### src/include/asci_defines.vh
`ifndef ASCI_DEFINES_VH
`define ASCI_DEFINES_VH

// register addresses
`define ASCI_ADDR_HSYNC_CFG   8'h0F
`define ASCI_ADDR_CTRL        8'h10
`define ASCI_ADDR_CLAMP_DLY   8'h11
`define ASCI_ADDR_CLAMP_LEN   8'h12
`define ASCI_ADDR_PPL_LO      8'h13
`define ASCI_ADDR_PPL_HI      8'h14
`define ASCI_ADDR_PHASE       8'h15
`define ASCI_ADDR_STATUS      8'h16
`define ASCI_ADDR_PERIOD_LO   8'h17
`define ASCI_ADDR_PERIOD_HI   8'h18

// field positions
`define ASCI_BIT_HSYNC_POL    7
`define ASCI_BIT_EXT_CLAMP_EN 7
`define ASCI_BIT_CLAMP_POL    6
`define ASCI_BIT_COAST_POL    5
`define ASCI_BIT_EXT_CLK_SEL  4
`define ASCI_BIT_INT_COAST_EN 3

// reset values
`define ASCI_RST_HSYNC_CFG    8'h00
`define ASCI_RST_CTRL         8'h20
`define ASCI_RST_CLAMP_DLY    8'h08
`define ASCI_RST_CLAMP_LEN    8'h10
`define ASCI_RST_PPL          12'h320
`define ASCI_RST_PHASE        5'h00

// timing: internal coast fires when a line runs this much past the measured period
`define ASCI_COAST_MARGIN_NS  200
`define ASCI_CLK_PERIOD_NS    4
`define ASCI_COAST_MARGIN_CYC (`ASCI_COAST_MARGIN_NS / `ASCI_CLK_PERIOD_NS)

`endif

### src/rtl/asci_sync_clock_ctrl.v
// Summary of operation
// - hsync polarity comes from register 0Fh bit 7.
// - polarity 0 makes the falling hsync edge active, 1 the rising edge.
// - only the leading hsync edge references pixel clock timing; trailing edge ignored.
// - external clamp pin honoured only when enable bit is 1; enable resets 0.
// - clamp disabled: pin ignored, window counted as delay then duration from trailing edge.
// - external clamp active level follows the clamp polarity setting.
// - during coast the generator stops tracking hsync, keeps frequency and phase.
// - coast input active level follows coast polarity bit, which resets to 1.
// - an internally generated coast from sync processing is offered as alternative.
// - external clock select 1 uses the external clock instead of generated clock.
// - with external clock everything else works, including phase adjustment.
// - sliced green sync output is a noninverting copy of the embedded sync.
// - phase change moves data clock, sample strobe and aligned hsync together.
//
// The strobed register port and the address map were left to the implementer.
`timescale 1ns/1ps
`include "asci_defines.vh"

module asci_sync_clock_ctrl #(
	parameter PERIOD_W = 16,
	parameter PPL_W    = 12,
	parameter PHASE_W  = 5
) (
	input  wire       clk_sys,
	input  wire       rstn,
	input  wire [7:0] reg_addr,
	input  wire [7:0] reg_wdata,
	input  wire       reg_wr,
	input  wire       reg_rd,
	output reg  [7:0] reg_rdata,
	input  wire       hsync_in,
	input  wire       clamp_in,
	input  wire       coast_in,
	input  wire       external_pixel_clock_in,
	input  wire       green_embedded_sync_in,
	output reg        sliced_green_sync_out,
	output reg        clamp_active,
	output reg        sample_strobe,
	output reg        output_data_clock,
	output reg        aligned_hsync_out
);

	localparam DEPTH = 1 << PHASE_W;

	// two-stage synchronisers; stage one feeds stage two only
	reg [4:0] sync1_q;
	reg [4:0] sync2_q;
	reg       hs_act_q;
	reg       ext_clk_q;

	// registers
	reg [7:0]         hsync_cfg_q;
	reg [7:0]         ctrl_q;
	reg [7:0]         clamp_dly_q;
	reg [7:0]         clamp_len_q;
	reg [PPL_W-1:0]   ppl_q;
	reg [PHASE_W-1:0] phase_q;

	// line tracking
	reg [PERIOD_W-1:0] line_cnt_q;
	reg [PERIOD_W-1:0] period_q;
	reg [PERIOD_W-1:0] acc_q;
	reg                period_valid_q;
	reg                int_coast_q;

	// clamp window generator
	localparam CL_IDLE  = 3'b001;
	localparam CL_DELAY = 3'b010;
	localparam CL_HOLD  = 3'b100;
	reg [2:0] cl_state_q;
	reg [7:0] cl_cnt_q;

	// phase delay line, tick and hsync travel together
	reg [DEPTH-1:0] tick_dly_q;
	reg [DEPTH-1:0] hs_dly_q;

	wire hsync_s   = sync2_q[0];
	wire clamp_s   = sync2_q[1];
	wire coast_s   = sync2_q[2];
	wire ext_clk_s = sync2_q[3];
	wire green_s   = sync2_q[4];

	// conditional inversion, so everything downstream sees an active-high input
	function apply_pol;
		input level;
		input active_high;
		begin
			apply_pol = level ^ ~active_high;
		end
	endfunction

	wire hsync_pol     = hsync_cfg_q[`ASCI_BIT_HSYNC_POL];
	wire ext_clamp_en  = ctrl_q[`ASCI_BIT_EXT_CLAMP_EN];
	wire clamp_pol     = ctrl_q[`ASCI_BIT_CLAMP_POL];
	wire coast_pol     = ctrl_q[`ASCI_BIT_COAST_POL];
	wire ext_clk_sel   = ctrl_q[`ASCI_BIT_EXT_CLK_SEL];
	wire int_coast_en  = ctrl_q[`ASCI_BIT_INT_COAST_EN];

	// inverted before edge detection so the active edge is always a rise
	wire hs_act     = apply_pol(hsync_s, hsync_pol);
	wire hs_lead    = hs_act & ~hs_act_q;
	wire hs_trail   = ~hs_act & hs_act_q;
	wire clamp_ext  = apply_pol(clamp_s, clamp_pol);
	wire coast_ext  = apply_pol(coast_s, coast_pol);
	wire coast      = coast_ext | (int_coast_en & int_coast_q);

	wire [PERIOD_W:0] acc_sum = {1'b0, acc_q} + {{(PERIOD_W+1-PPL_W){1'b0}}, ppl_q};
	wire              acc_wrap = period_valid_q && (acc_sum >= {1'b0, period_q});
	wire              gen_tick = acc_wrap;
	// the external clock is sampled as data, so it must run below half the system clock
	wire              ext_tick = ext_clk_s & ~ext_clk_q;
	wire              pix_tick = ext_clk_sel ? ext_tick : gen_tick;

	// margin held at the counter's width; the sum saturates so a long line cannot wrap it
	localparam [PERIOD_W-1:0] COAST_MARGIN = `ASCI_COAST_MARGIN_CYC;
	wire [PERIOD_W:0]   coast_sum   = {1'b0, period_q} + {1'b0, COAST_MARGIN};
	wire [PERIOD_W-1:0] coast_limit =
		coast_sum[PERIOD_W] ? {PERIOD_W{1'b1}} : coast_sum[PERIOD_W-1:0];

	// status: coast, clamp window, hsync active level, period valid, internal coast
	wire [7:0] status_word = {coast, clamp_active, hs_act, period_valid_q, int_coast_q, 3'h0};

	function sel_reg;
		input [7:0] addr;
		input [7:0] target;
		begin
			sel_reg = (addr == target);
		end
	endfunction

	always @(posedge clk_sys)
	begin
		if (!rstn)
		begin
			sync1_q   <= 5'h00;
			sync2_q   <= 5'h00;
			// equals hs_act under the reset polarity with a low pin, so no false edge follows
			hs_act_q  <= 1'b1;
			ext_clk_q <= 1'b0;
		end
		else
		begin
			sync1_q   <= {green_embedded_sync_in, external_pixel_clock_in, coast_in,
				clamp_in, hsync_in};
			sync2_q   <= sync1_q;
			hs_act_q  <= hs_act;
			ext_clk_q <= ext_clk_s;
		end
	end

	// register writes
	always @(posedge clk_sys)
	begin
		if (!rstn)
		begin
			hsync_cfg_q <= `ASCI_RST_HSYNC_CFG;
			ctrl_q      <= `ASCI_RST_CTRL;
			clamp_dly_q <= `ASCI_RST_CLAMP_DLY;
			clamp_len_q <= `ASCI_RST_CLAMP_LEN;
			ppl_q       <= `ASCI_RST_PPL;
			phase_q     <= `ASCI_RST_PHASE;
		end
		else if (reg_wr)
		begin
			// status and period addresses are read-only and fall through untouched
			if (sel_reg(reg_addr, `ASCI_ADDR_HSYNC_CFG))
				hsync_cfg_q <= reg_wdata & 8'h80;
			if (sel_reg(reg_addr, `ASCI_ADDR_CTRL))
				ctrl_q <= reg_wdata & 8'hF8;
			if (sel_reg(reg_addr, `ASCI_ADDR_CLAMP_DLY))
				clamp_dly_q <= reg_wdata;
			if (sel_reg(reg_addr, `ASCI_ADDR_CLAMP_LEN))
				clamp_len_q <= reg_wdata;
			if (sel_reg(reg_addr, `ASCI_ADDR_PPL_LO))
				ppl_q[7:0] <= reg_wdata;
			if (sel_reg(reg_addr, `ASCI_ADDR_PPL_HI))
				ppl_q[PPL_W-1:8] <= reg_wdata[PPL_W-9:0];
			if (sel_reg(reg_addr, `ASCI_ADDR_PHASE))
				phase_q <= reg_wdata[PHASE_W-1:0];
		end
	end

	// register reads, data in the following cycle; unmapped reads return zero
	always @(posedge clk_sys)
	begin
		if (!rstn)
			reg_rdata <= 8'h00;
		else if (reg_rd)
		begin
			case (reg_addr)
				`ASCI_ADDR_HSYNC_CFG: reg_rdata <= hsync_cfg_q;
				`ASCI_ADDR_CTRL:      reg_rdata <= ctrl_q;
				`ASCI_ADDR_CLAMP_DLY: reg_rdata <= clamp_dly_q;
				`ASCI_ADDR_CLAMP_LEN: reg_rdata <= clamp_len_q;
				`ASCI_ADDR_PPL_LO:    reg_rdata <= ppl_q[7:0];
				`ASCI_ADDR_PPL_HI:    reg_rdata <= {{(16-PPL_W){1'b0}}, ppl_q[PPL_W-1:8]};
				`ASCI_ADDR_PHASE:     reg_rdata <= {{(8-PHASE_W){1'b0}}, phase_q};
				`ASCI_ADDR_STATUS:    reg_rdata <= status_word;
				`ASCI_ADDR_PERIOD_LO: reg_rdata <= period_q[7:0];
				`ASCI_ADDR_PERIOD_HI: reg_rdata <= period_q[15:8];
				default:              reg_rdata <= 8'h00;
			endcase
		end
		else
			reg_rdata <= 8'h00;
	end

	// line period measurement and generated pixel clock.
	// a single wrap per cycle limits the pixel rate to below the system clock.
	always @(posedge clk_sys)
	begin
		if (!rstn)
		begin
			line_cnt_q     <= {PERIOD_W{1'b0}};
			period_q       <= {PERIOD_W{1'b0}};
			period_valid_q <= 1'b0;
			acc_q          <= {PERIOD_W{1'b0}};
			int_coast_q    <= 1'b0;
		end
		else
		begin
			if (hs_lead)
				line_cnt_q <= {PERIOD_W{1'b0}};
			else if (line_cnt_q != {PERIOD_W{1'b1}})
				line_cnt_q <= line_cnt_q + 1'b1;

			// missing leading edges raise the internal coast until sync returns
			if (hs_lead)
				int_coast_q <= 1'b0;
			else if (period_valid_q && line_cnt_q > coast_limit)
				int_coast_q <= 1'b1;

			// during coast frequency and phase are frozen: no re-measure, no re-align
			if (hs_lead && !coast)
			begin
				// a line no longer than the pixel count plus one cannot be real, so it is not measured
				if (line_cnt_q > {{(PERIOD_W-PPL_W){1'b0}}, ppl_q})
				begin
					period_q       <= line_cnt_q + 1'b1;
					period_valid_q <= 1'b1;
				end
				acc_q <= {PERIOD_W{1'b0}};
			end
			else if (acc_wrap)
				acc_q <= acc_sum[PERIOD_W-1:0] - period_q;
			else
				acc_q <= acc_sum[PERIOD_W-1:0];
		end
	end

	// internal clamp window counted from the trailing hsync edge
	always @(posedge clk_sys)
	begin
		if (!rstn)
		begin
			cl_state_q <= CL_IDLE;
			cl_cnt_q   <= 8'h00;
		end
		else
		begin
			case (cl_state_q)
				CL_IDLE:
				begin
					// a zero delay opens the window at once, a zero length opens none
					if (hs_trail && clamp_dly_q != 8'h00)
					begin
						cl_cnt_q   <= clamp_dly_q;
						cl_state_q <= CL_DELAY;
					end
					else if (hs_trail && clamp_len_q != 8'h00)
					begin
						cl_cnt_q   <= clamp_len_q;
						cl_state_q <= CL_HOLD;
					end
				end
				CL_DELAY:
				begin
					if (cl_cnt_q <= 8'h01)
					begin
						cl_cnt_q   <= clamp_len_q;
						// a zero length closes the window before it opens
						cl_state_q <= (clamp_len_q == 8'h00) ? CL_IDLE : CL_HOLD;
					end
					else
						cl_cnt_q <= cl_cnt_q - 8'h01;
				end
				CL_HOLD:
				begin
					if (cl_cnt_q <= 8'h01)
						cl_state_q <= CL_IDLE;
					else
						cl_cnt_q <= cl_cnt_q - 8'h01;
				end
				default:
					cl_state_q <= CL_IDLE;
			endcase
		end
	end

	// phase adjustment applies to both clock sources, and moves tick and hsync alike
	// a phase change acts on the next clock and may drop or repeat every strobe that falls within the shift
	always @(posedge clk_sys)
	begin
		if (!rstn)
		begin
			tick_dly_q <= {DEPTH{1'b0}};
			hs_dly_q   <= {DEPTH{1'b0}};
		end
		else
		begin
			tick_dly_q <= {tick_dly_q[DEPTH-2:0], pix_tick};
			hs_dly_q   <= {hs_dly_q[DEPTH-2:0], hs_act};
		end
	end

	always @(posedge clk_sys)
	begin
		if (!rstn)
		begin
			sliced_green_sync_out <= 1'b0;
			clamp_active          <= 1'b0;
			sample_strobe         <= 1'b0;
			output_data_clock     <= 1'b0;
			aligned_hsync_out     <= 1'b0;
		end
		else
		begin
			sliced_green_sync_out <= green_s;
			// ext clamp enabled: pin only; disabled: pin ignored
			clamp_active <= ext_clamp_en ? clamp_ext
				: (cl_state_q == CL_HOLD);
			sample_strobe     <= tick_dly_q[phase_q];
			aligned_hsync_out <= hs_dly_q[phase_q];
			// data clock is a divided strobe, so it runs at half the pixel rate
			if (tick_dly_q[phase_q])
				output_data_clock <= ~output_data_clock;
		end
	end

endmodule

### config.mk
export PLATFORM = sky130hd
export DESIGN_NAME = asci_sync_clock_ctrl
export DESIGN_NICKNAME = d
export VERILOG_FILES = /design/src/rtl/asci_sync_clock_ctrl.v
export VERILOG_INCLUDE_DIRS = /design/src /design/src/include
export SDC_FILE = /design/constraint.sdc
export NUM_CORES = 1
export LEC_CHECK = 0
export CAP_MARGIN = 20
export CORE_UTILIZATION = 64
export DETAILED_ROUTE_END_ITERATION = 7
export DONT_BUFFER_PORTS = 1
export PLACE_DENSITY = 0.8
export SYNTH_ARGS = -nofsm -noshare
export SYNTH_HDL_FRONTEND = slang
export SYNTH_SLANG_ARGS = --single-unit
### constraint.sdc
create_clock -name clk_sys -period 5 [get_ports clk_sys]
set_input_delay 0.75 -clock clk_sys [delete_from_list [all_inputs] [get_ports clk_sys]]
set_output_delay 0.75 -clock clk_sys [all_outputs]
set_load 0.1 [all_outputs]
Word-level counts from Yosys, hierarchy flattened --
Cells that the tools add are included.
Word-level totals: flip-flop bits (word level) 189, bits in latches 0, bits in writable memories 0, ROM bits 0, input port bits 25, output and inout bits 13, word-level logic and storage cells 113, memories 0
Cells by class: add/subtract/negate cells 5, multiply operators 0, divide/modulo/power cells 0, magnitude comparators 5, equal/unequal tests 18, shifts and indexed selects 0, mux-type cells 20, bitwise operators 16, reductions and logical operators 23
Operator list (number):
- one-hot mux 8 bit (10 select lines) | 1
- == test 8 x 5 -> 1 bit (second input constant) | 9
- 2-to-1 mux 16 bit | 2
- 2-to-1 mux 8 bit | 4
- one-hot mux 8 bit (3 select lines) | 1
- AND reduction 2 bit | 9
- adder 16 x 12 -> 17 bit | 1
- adder 16 x 6 -> 17 bit (second input constant) | 1
- >= comparator 17 x 16 -> 1 bit | 1
- adder 16 x 1 -> 16 bit (second input constant) | 1
- > comparator 16 x 12 -> 1 bit | 1
- > comparator 16 bit | 1
- != test 16 bit (second input constant) | 1
- nonzero test 8 bit | 2
- subtractor 16 bit | 1
- 2-to-1 mux 3 bit | 5
- binary-select mux 1 bit (select 5 bit) | 2
- one-hot mux 3 bit (3 select lines) | 1
- == test 8 x 4 -> 1 bit (second input constant) | 1
- less-or-equal comparator 8 x 1 -> 1 bit (second input constant) | 1
- zero test 8 bit | 1
- NOT 1 bit | 8
- subtractor 8 x 1 -> 8 bit (second input constant) | 1
- less-than comparator 5 x 6 -> 1 bit (second input constant) | 1
- 14 further kinds | 30

Depth between registers and ports, before layout --
Gate-level depths: netlist of the first run.
word-level depth 8, depth in mapped cells 18

Worst setup path after synthesis of the first run --
No wires, ideal clock.
kind reg2reg, start register ppl_q[0], end register acc_q[10], arrival time 3525 ps, data required time 4872 ps, setup slack 1347 ps, stages on the path, launching flop included 18, buffers on the path 2, path through dfxtp_1 ha_1 fa_1 a211oi_1 o21ai_1 a31oi_2 o21ai_0 xor2_1 ha_1 nand4_1 nor4_1 a211oi_2 o21ai_1 a22o_1 buf_4 buf_6 mux2i_1 nor2_1
Between the ends: longest elaborated chain between the ends 4
RTL lines:
- start: declaration | line asci_sync_clock_ctrl.v:57 | reg [PPL_W-1:0] ppl_q;
- start signal: assignment | line asci_sync_clock_ctrl.v:161 | ppl_q <= `ASCI_RST_PPL;
- start signal: assignment | line asci_sync_clock_ctrl.v:176 | ppl_q[7:0] <= reg_wdata;
- start signal: indexed assignment | line asci_sync_clock_ctrl.v:178 | ppl_q[PPL_W-1:8] <= reg_wdata[PPL_W-9:0];
- adder 16 x 12 -> 17 bit * | line asci_sync_clock_ctrl.v:108 | wire [PERIOD_W:0] acc_sum = {1'b0, acc_q} + {{(PERIOD_W+1-PPL_W){1'b0}}, ppl_q};
- >= comparator 17 x 16 -> 1 bit | line asci_sync_clock_ctrl.v:109 | wire acc_wrap = period_valid_q && (acc_sum >= {1'b0, period_q});
- logical AND 1 bit | line asci_sync_clock_ctrl.v:109
- 2-to-1 mux 16 bit * | line asci_sync_clock_ctrl.v:245 | else if (acc_wrap)
- end signal: assignment | line asci_sync_clock_ctrl.v:243 | acc_q <= {PERIOD_W{1'b0}};
- end signal: assignment | line asci_sync_clock_ctrl.v:246 | acc_q <= acc_sum[PERIOD_W-1:0] - period_q;
- end signal: assignment | line asci_sync_clock_ctrl.v:248 | acc_q <= acc_sum[PERIOD_W-1:0];
- end: declaration | line asci_sync_clock_ctrl.v:63 | reg [PERIOD_W-1:0] acc_q;
Every way passes the cells marked *; elsewhere a longest branch is shown, timed or not. A chain may end at the register's enable or synchronous reset.

Worst setup path after layout of the first run --
start register ppl_q[0], end register acc_q[8]
The elaborated chain is that of the path after synthesis.

==> impl_metrics.json, run 1 <==
{
  "pre_cts_ws_ns": 0.6697,
  "finalNetCount": 1163,
  "grt_start_max_net_pins": 90,
  "cts_buffers": 17,
  "setup_total_negative_slack_ns": 0,
  "routabilityCongestion": 0.8994,
  "yosysMostFrequentCell": "sky130_fd_sc_hd__dfxtp_1",
  "flow.area_growth_from_synthesis_pct": 7.077,
  "cts.htree.levels": 4,
  "detail_route.wirelength_mm": 24.85,
  "critical_path.slowest_cell": "sky130_fd_sc_hd__a22o_1",
  "post_cts.resized_instances": 0,
  "seqCellArea_sq_um": 3784,
  "r2r-start": "ppl_q[0]$_SDFFE_PN0P_",
  "die_w_um": 126.9,
  "clk_path_buf_depth": 2,
  "finClkSkew_ns": 0.008969,
  "final.fill_count": 1158,
  "clock-sinks": 189,
  "netlist_top_cells_area": "sky130_fd_sc_hd__dfxtp_1, sky130_fd_sc_hd__ha_1, sky130_fd_sc_hd__and2_1, sky130_fd_sc_hd__mux4_2, sky130_fd_sc_hd__mux2i_1",
  "grt_setup_unrepaired": "false",
  "power.leakage_uw": 0.004256,
  "grt_antenna_before_repair": 0,
  "numPortBuffers": 0,
  "worst-path-buf-inv": 0,
  "post_cts.repair.setup_buffers": 0,
  "numPlacedInstances": 1244,
  "asyncSetResetFlopFracSynth": 0,
  "period_minus_slack_ns": 4.491,
  "post-synth-top-area-cell": "sky130_fd_sc_hd__dfxtp_1",
  "outcome": "completed",
  "crit_path_start": "ppl_q[0]$_SDFFE_PN0P_",
  "cp.required_ns": 5.31,
  "postLayoutCoreUtil": 0.7036,
  "final-setup-viol-count": 0,
  "routed_via_density": 6.314,
  "drt_first_pass_iters": 5,
  "routed-via-count": 8063,
  "synth_fp_nets": 1185,
  "crit_type": "reg -> reg",
  "design.die.area_sq_um": 16110,
  "tightestPinTransition_ns": 1.045,
  "place_hpwl_mm": 17.50,
  "floorplan_row_count": 45,
  "antenna_left": 0,
  "holdWs_ns": 0.3829,
  "drive_gt1_frac": 0.08999,
  "crit_family": "compound AO/OA/AOI/OAI gates",
  "globalRouteTotalUtil": 0.3228,
  "synth_sequential_area_ratio": 0.3788,
  "gr-total-overflow": 0,
  "worstPathCellList": "ha_1, fa_1, a211oi_1, o21ai_1, a31oi_2, o21ai_0, xor2_1, ha_1, nand4_1, nor4_1, a211oi_2, o21ai_1, a22o_1, mux2i_1, nor2_1",
  "synth_area_sq_um": 9990,
  "synth.cells.most_frequent": "sky130_fd_sc_hd__dfxtp_1, sky130_fd_sc_hd__nor2_1, sky130_fd_sc_hd__a21oi_1, sky130_fd_sc_hd__nand2_1, sky130_fd_sc_hd__and2_1",
  "multiInputGateArea_sq_um": 5812,
  "synth_enable_flop_cells": 0,
  "hold_path.startpoint": "rstn",
  "p_per_area_nw_per_um2": 319.1,
  "cts_root_buf": "sky130_fd_sc_hd__clkbuf_16",
  "hold_violations": 0,
  "dominantRegCellSynth": "sky130_fd_sc_hd__dfxtp_1",
  "timing.final.ws_setup_ns": 0.5086,
  "setup.worst_path.end_class": "flop",
  "fmax_mhz": 222.6,
  "synth_largest_type_area_fraction": 0.3788,
  "slew-limit-headroom": 0.2925,
  "synth-seq-cells": 189,
  "antenna-diode-count": 0,
  "maxCapViolations": 0,
  "clk_pin_slew_ns": 0.08,
  "core_region_area_sq_um": 15200,
  "syn_area_per_cell_sq_um": 9.098,
  "drc_errors": 0,
  "worstSetupStartpointType": "flop",
  "grt_pass1_wl_mm": 40.43,
  "die_height_um": 126.9,
  "tritoncts": "done",
  "grt_pass1_vias": 7751,
  "critPathArrivalTime_ns": 4.80,
  "stdcell_count": 1277,
  "cts_hold_buf": 0,
  "crit_fanout": 14,
  "ys_warn_count": 0,
  "vdd_drop_max_uv": 272.0,
  "synth_cell_type_count": 77,
  "start_util": 0.6571,
  "layout_worst_path_cycle_share": 0.8983,
  "ioPinCount": 38,
  "drt_iter0_markers": 703,
  "maxSlewViolCount": 0,
  "hp-class": "in -> reg",
  "cpPeakStageDelay_ns": 0.64,
  "post_synth_inst_count": 1098,
  "detail_route.wl_per_cell_um": 19.46,
  "worst_skew_pair.late_latency_ns": 0.45
}
## per-layer routing
metal,share of wire,wire [um],global-route usage,vias to the layer above
li1,-,-,-,3877
met1,0.45,11080,0.4349,3796
met2,0.45,11160,0.5107,332
met3,0.070,1730,0.05483,58
met4,0.035,874,0.1408,0
met5,0,0,0,-
## cell type report
| cell class | count | share of cell area |
|---|---|---|
| repair buffers | 7 | 0.005264 |
| inverters | 51 | 0.01790 |
| clock inverters | 14 | 0.01766 |
| multi-input cells | 810 | 0.5433 |
| clock buffers | 18 | 0.04012 |
| flip-flops and latches | 189 | 0.3537 |
| well taps | 188 | 0.02199 |
## per-stage QoR
step,cell area (sq um),total power [uW]
floorplan,9990,1968
global placement,10070,2029
detailed placement,10070,2038
CTS,10690,3404
global route,10700,3534
finish,10700,3413
## registers in the layout (all words and copies together) (netlist names), 3 cells and up
register	count
cl_state_q	3
ctrl_q	5
sync1_q	5
cl_cnt_q	8
clamp_dly_q	8
acc_q	16
hs_dly_q	32
line_cnt_q	16
phase_q	5
clamp_len_q	8
tick_dly_q	32
reg_rdata	8
period_q	16
ppl_q	12
sync2_q	5
## layout by cell type, fill, tap and decap left out, drive strengths merged, types with 14 or more instances in the layout
cell type and instances:
a21oi 89, nand2 82, a21o 14, a211oi 27, ha 60, nand3 39
mux4 21, xor2 19, nor2 91, nand4 14, clkbuf 18, mux2i 45
and2 81, nor3 26, o21ai 42, dfxtp 189, inv 59, xnor2 30
## kinds of logic after synthesis
logic type               count (synthesis)  synth area share
buffers and inverters                   99           0.04008
AO/OA/AOI/OAI                          244            0.1675
AND/OR/NAND/NOR                        385            0.1946
multiplexers                            70           0.09694
adder cells (fa/ha/maj)                 62           0.07916
XOR/XNOR                                49           0.04296
flip-flops                             189            0.3788
## worst paths after layout
path                                 end  depth (start not counted)  slack (ns)
setup / recovery     acc_q[8]$_SDFF_PP0_                         15        0.51
hold / removal    ctrl_q[5]$_SDFFE_PN1P_                          1        0.38
setup reg to reg     acc_q[8]$_SDFF_PP0_                         15        0.51
hold reg to reg    sync2_q[1]$_SDFF_PN0_                          1        0.44
## report_power, final
group | leakage [uW] | total, uW | switching [uW] | internal [uW]
Sequential | 0.00153 | 1570 | 37.6 | 1540
Combinational | 0.00243 | 445 | 264 | 181
Clock | 0.000300 | 1400 | 670 | 725
Total | 0.00426 | 3410 | 972 | 2440
## worst reg2reg max path: stages, from the launching register on
cell                       delay, ns
sky130_fd_sc_hd__dfxtp_1        0.34
sky130_fd_sc_hd__ha_1           0.24
sky130_fd_sc_hd__fa_1           0.43
sky130_fd_sc_hd__a211oi_1       0.23
sky130_fd_sc_hd__o21ai_1        0.18
sky130_fd_sc_hd__a31oi_2        0.31
sky130_fd_sc_hd__o21ai_0        0.16
sky130_fd_sc_hd__xor2_1         0.18
sky130_fd_sc_hd__ha_1           0.37
sky130_fd_sc_hd__nand4_1        0.15
sky130_fd_sc_hd__nor4_1         0.46
sky130_fd_sc_hd__a211oi_2       0.08
sky130_fd_sc_hd__o21ai_1        0.16
sky130_fd_sc_hd__a22o_1         0.64
sky130_fd_sc_hd__mux2i_1        0.35
sky130_fd_sc_hd__nor2_1         0.07
Power figures use the tool's default switching activity.
==> run 2: changes to the inputs <==
- CTS_BUF_LIST: not set -> sky130_fd_sc_hd__clkbuf_16
- CTS_CLUSTER_DIAMETER: not set -> 50
==> impl_metrics.json, run 2 (synthesis gave the netlist of run 1 again) <==
{
  "routed_via_density": 6.305,
  "pre_cts_ws_ns": 0.6697,
  "cts.htree.levels": 4,
  "hold_violations": 0,
  "clk_path_buf_depth": 2,
  "total_power_uw": 3410,
  "antenna-diode-count": 0,
  "maxCapViolations": 0,
  "tritoncts": "done",
  "grt_pass1_vias": 7751,
  "drt_iter0_markers": 701,
  "gr-total-overflow": 0,
  "hp-class": "in -> reg",
  "floorplan_row_count": 45,
  "power.leakage_uw": 0.004260,
  "crit_fanout": 14,
  "routabilityCongestion": 0.8994,
  "grt_setup_unrepaired": "false",
  "tightestPinTransition_ns": 1.043,
  "cts_buffers": 17,
  "post_cts.resized_instances": 0,
  "drt_first_pass_iters": 8,
  "setup_total_negative_slack_ns": 0,
  "ioPinCount": 38,
  "period_minus_slack_ns": 4.492,
  "detail_route.wl_per_cell_um": 19.46,
  "grt_start_max_net_pins": 90,
  "finalNetCount": 1163,
  "worst_skew_pair.late_latency_ns": 0.45,
  "clock-sinks": 189,
  "drc_errors": 0,
  "grt_pass1_wl_mm": 40.43,
  "core_region_area_sq_um": 15200,
  "grt_antenna_before_repair": 0,
  "start_util": 0.6571,
  "worstSetupStartpointType": "flop",
  "vdd_drop_max_uv": 272.8,
  "drive_gt1_frac": 0.08999,
  "layout.cells.most_common_list": "sky130_fd_sc_hd__dfxtp_1, sky130_fd_sc_hd__nor2_1, sky130_fd_sc_hd__a21oi_1",
  "layout_worst_path_cycle_share": 0.8984,
  "multiInputGateArea_sq_um": 5812,
  "crit_type": "reg -> reg",
  "outcome": "completed",
  "die_w_um": 126.9,
  "die_height_um": 126.9,
  "post_cts.repair.setup_buffers": 0,
  "seqCellArea_sq_um": 3784,
  "p_per_area_nw_per_um2": 318.8,
  "fmax_mhz": 222.6,
  "clk_pin_slew_ns": 0.08,
  "place_hpwl_mm": 17.50,
  "finClkSkew_ns": 0.009009,
  "final.fill_count": 1158,
  "maxSlewViolCount": 0,
  "detail_route.wirelength_mm": 24.85,
  "cts_hold_buf": 0,
  "leading_cell_type_in_the_layout_fill_and_taps_excluded": "sky130_fd_sc_hd__dfxtp_1",
  "cp.required_ns": 5.31,
  "design.die.area_sq_um": 16110,
  "numPortBuffers": 0,
  "flow.area_growth_from_synthesis_pct": 7.077,
  "setup.worst_path.end_class": "flop",
  "globalRouteTotalUtil": 0.3228,
  "antenna_left": 0,
  "cts_root_buf": "sky130_fd_sc_hd__clkbuf_16",
  "biggest_regs": "hs_dly_q (32), tick_dly_q (32)",
  "slew-limit-headroom": 0.2936,
  "critPathArrivalTime_ns": 4.80,
  "final-setup-viol-count": 0,
  "routed-via-count": 8052,
  "timing.final.ws_setup_ns": 0.5078
}
## run 2: cell types whose count changed in the layout (fill, tap and decap cells not counted)
cell                       delta
sky130_fd_sc_hd__clkbuf_1     -1
sky130_fd_sc_hd__inv_1        +1
## run 2: final cells by class
type	count	share of cell area
multi-input cells	810	0.5433
flip-flops and latches	189	0.3537
clock buffers	17	0.03977
well taps	188	0.02199
clock inverters	15	0.01801
inverters	51	0.01790
repair buffers	7	0.005264
## run 2: power breakdown
part	internal [uW]	total (uW)	switching, uW
clock network	723	1390	669
logic	181	445	264
registers	1540	1570	37.6
total	2440	3410	970
## run 2: worst paths after layout
path	startpoint	end	slack, ns	cells past startpoint
worst max-delay path	ppl_q[0]$_SDFFE_PN0P_	acc_q[8]$_SDFF_PP0_	0.51	15
worst min-delay path	rstn	ctrl_q[5]$_SDFFE_PN1P_	0.38	1
worst max register to register	ppl_q[0]$_SDFFE_PN0P_	acc_q[8]$_SDFF_PP0_	0.51	15
worst min register to register	sync2_q[4]$_SDFF_PN0_	sliced_green_sync_out$_SDFF_PN0_	0.44	1
## run 2: through the flow
| step | instance area [sq um] | instances | util | hold slack, ns |
|---|---|---|---|---|
| final | 10700 | 1277 | 0.7036 | 0.3826 |
| after floorplan | 9990 | 1098 | - | 0.4119 |
| after global routing | 10700 | 1277 | 0.7036 | 0.3715 |
| after CTS | 10690 | 1276 | 0.7029 | 0.3581 |
| after global placement | 10070 | 1244 | 0.6622 | 0.4124 |
| after detailed placement | 10070 | 1244 | 0.6622 | 0.4196 |
## run 2: routing by layer
metal,wire (um),global-route usage
met5,0,0
met4,799,0.1408
met3,1785,0.05483
met2,11260,0.5107
met1,11000,0.4349
## run 2: critical path, cell delays in order, from the launching register on
cell and delay, ns:
sky130_fd_sc_hd__dfxtp_1 0.34, sky130_fd_sc_hd__ha_1 0.24, sky130_fd_sc_hd__fa_1 0.43, sky130_fd_sc_hd__a211oi_1 0.23
sky130_fd_sc_hd__o21ai_1 0.18, sky130_fd_sc_hd__a31oi_2 0.31, sky130_fd_sc_hd__o21ai_0 0.16, sky130_fd_sc_hd__xor2_1 0.18
sky130_fd_sc_hd__ha_1 0.37, sky130_fd_sc_hd__nand4_1 0.15, sky130_fd_sc_hd__nor4_1 0.46, sky130_fd_sc_hd__a211oi_2 0.08
sky130_fd_sc_hd__o21ai_1 0.16, sky130_fd_sc_hd__a22o_1 0.64, sky130_fd_sc_hd__mux2i_1 0.35, sky130_fd_sc_hd__nor2_1 0.07
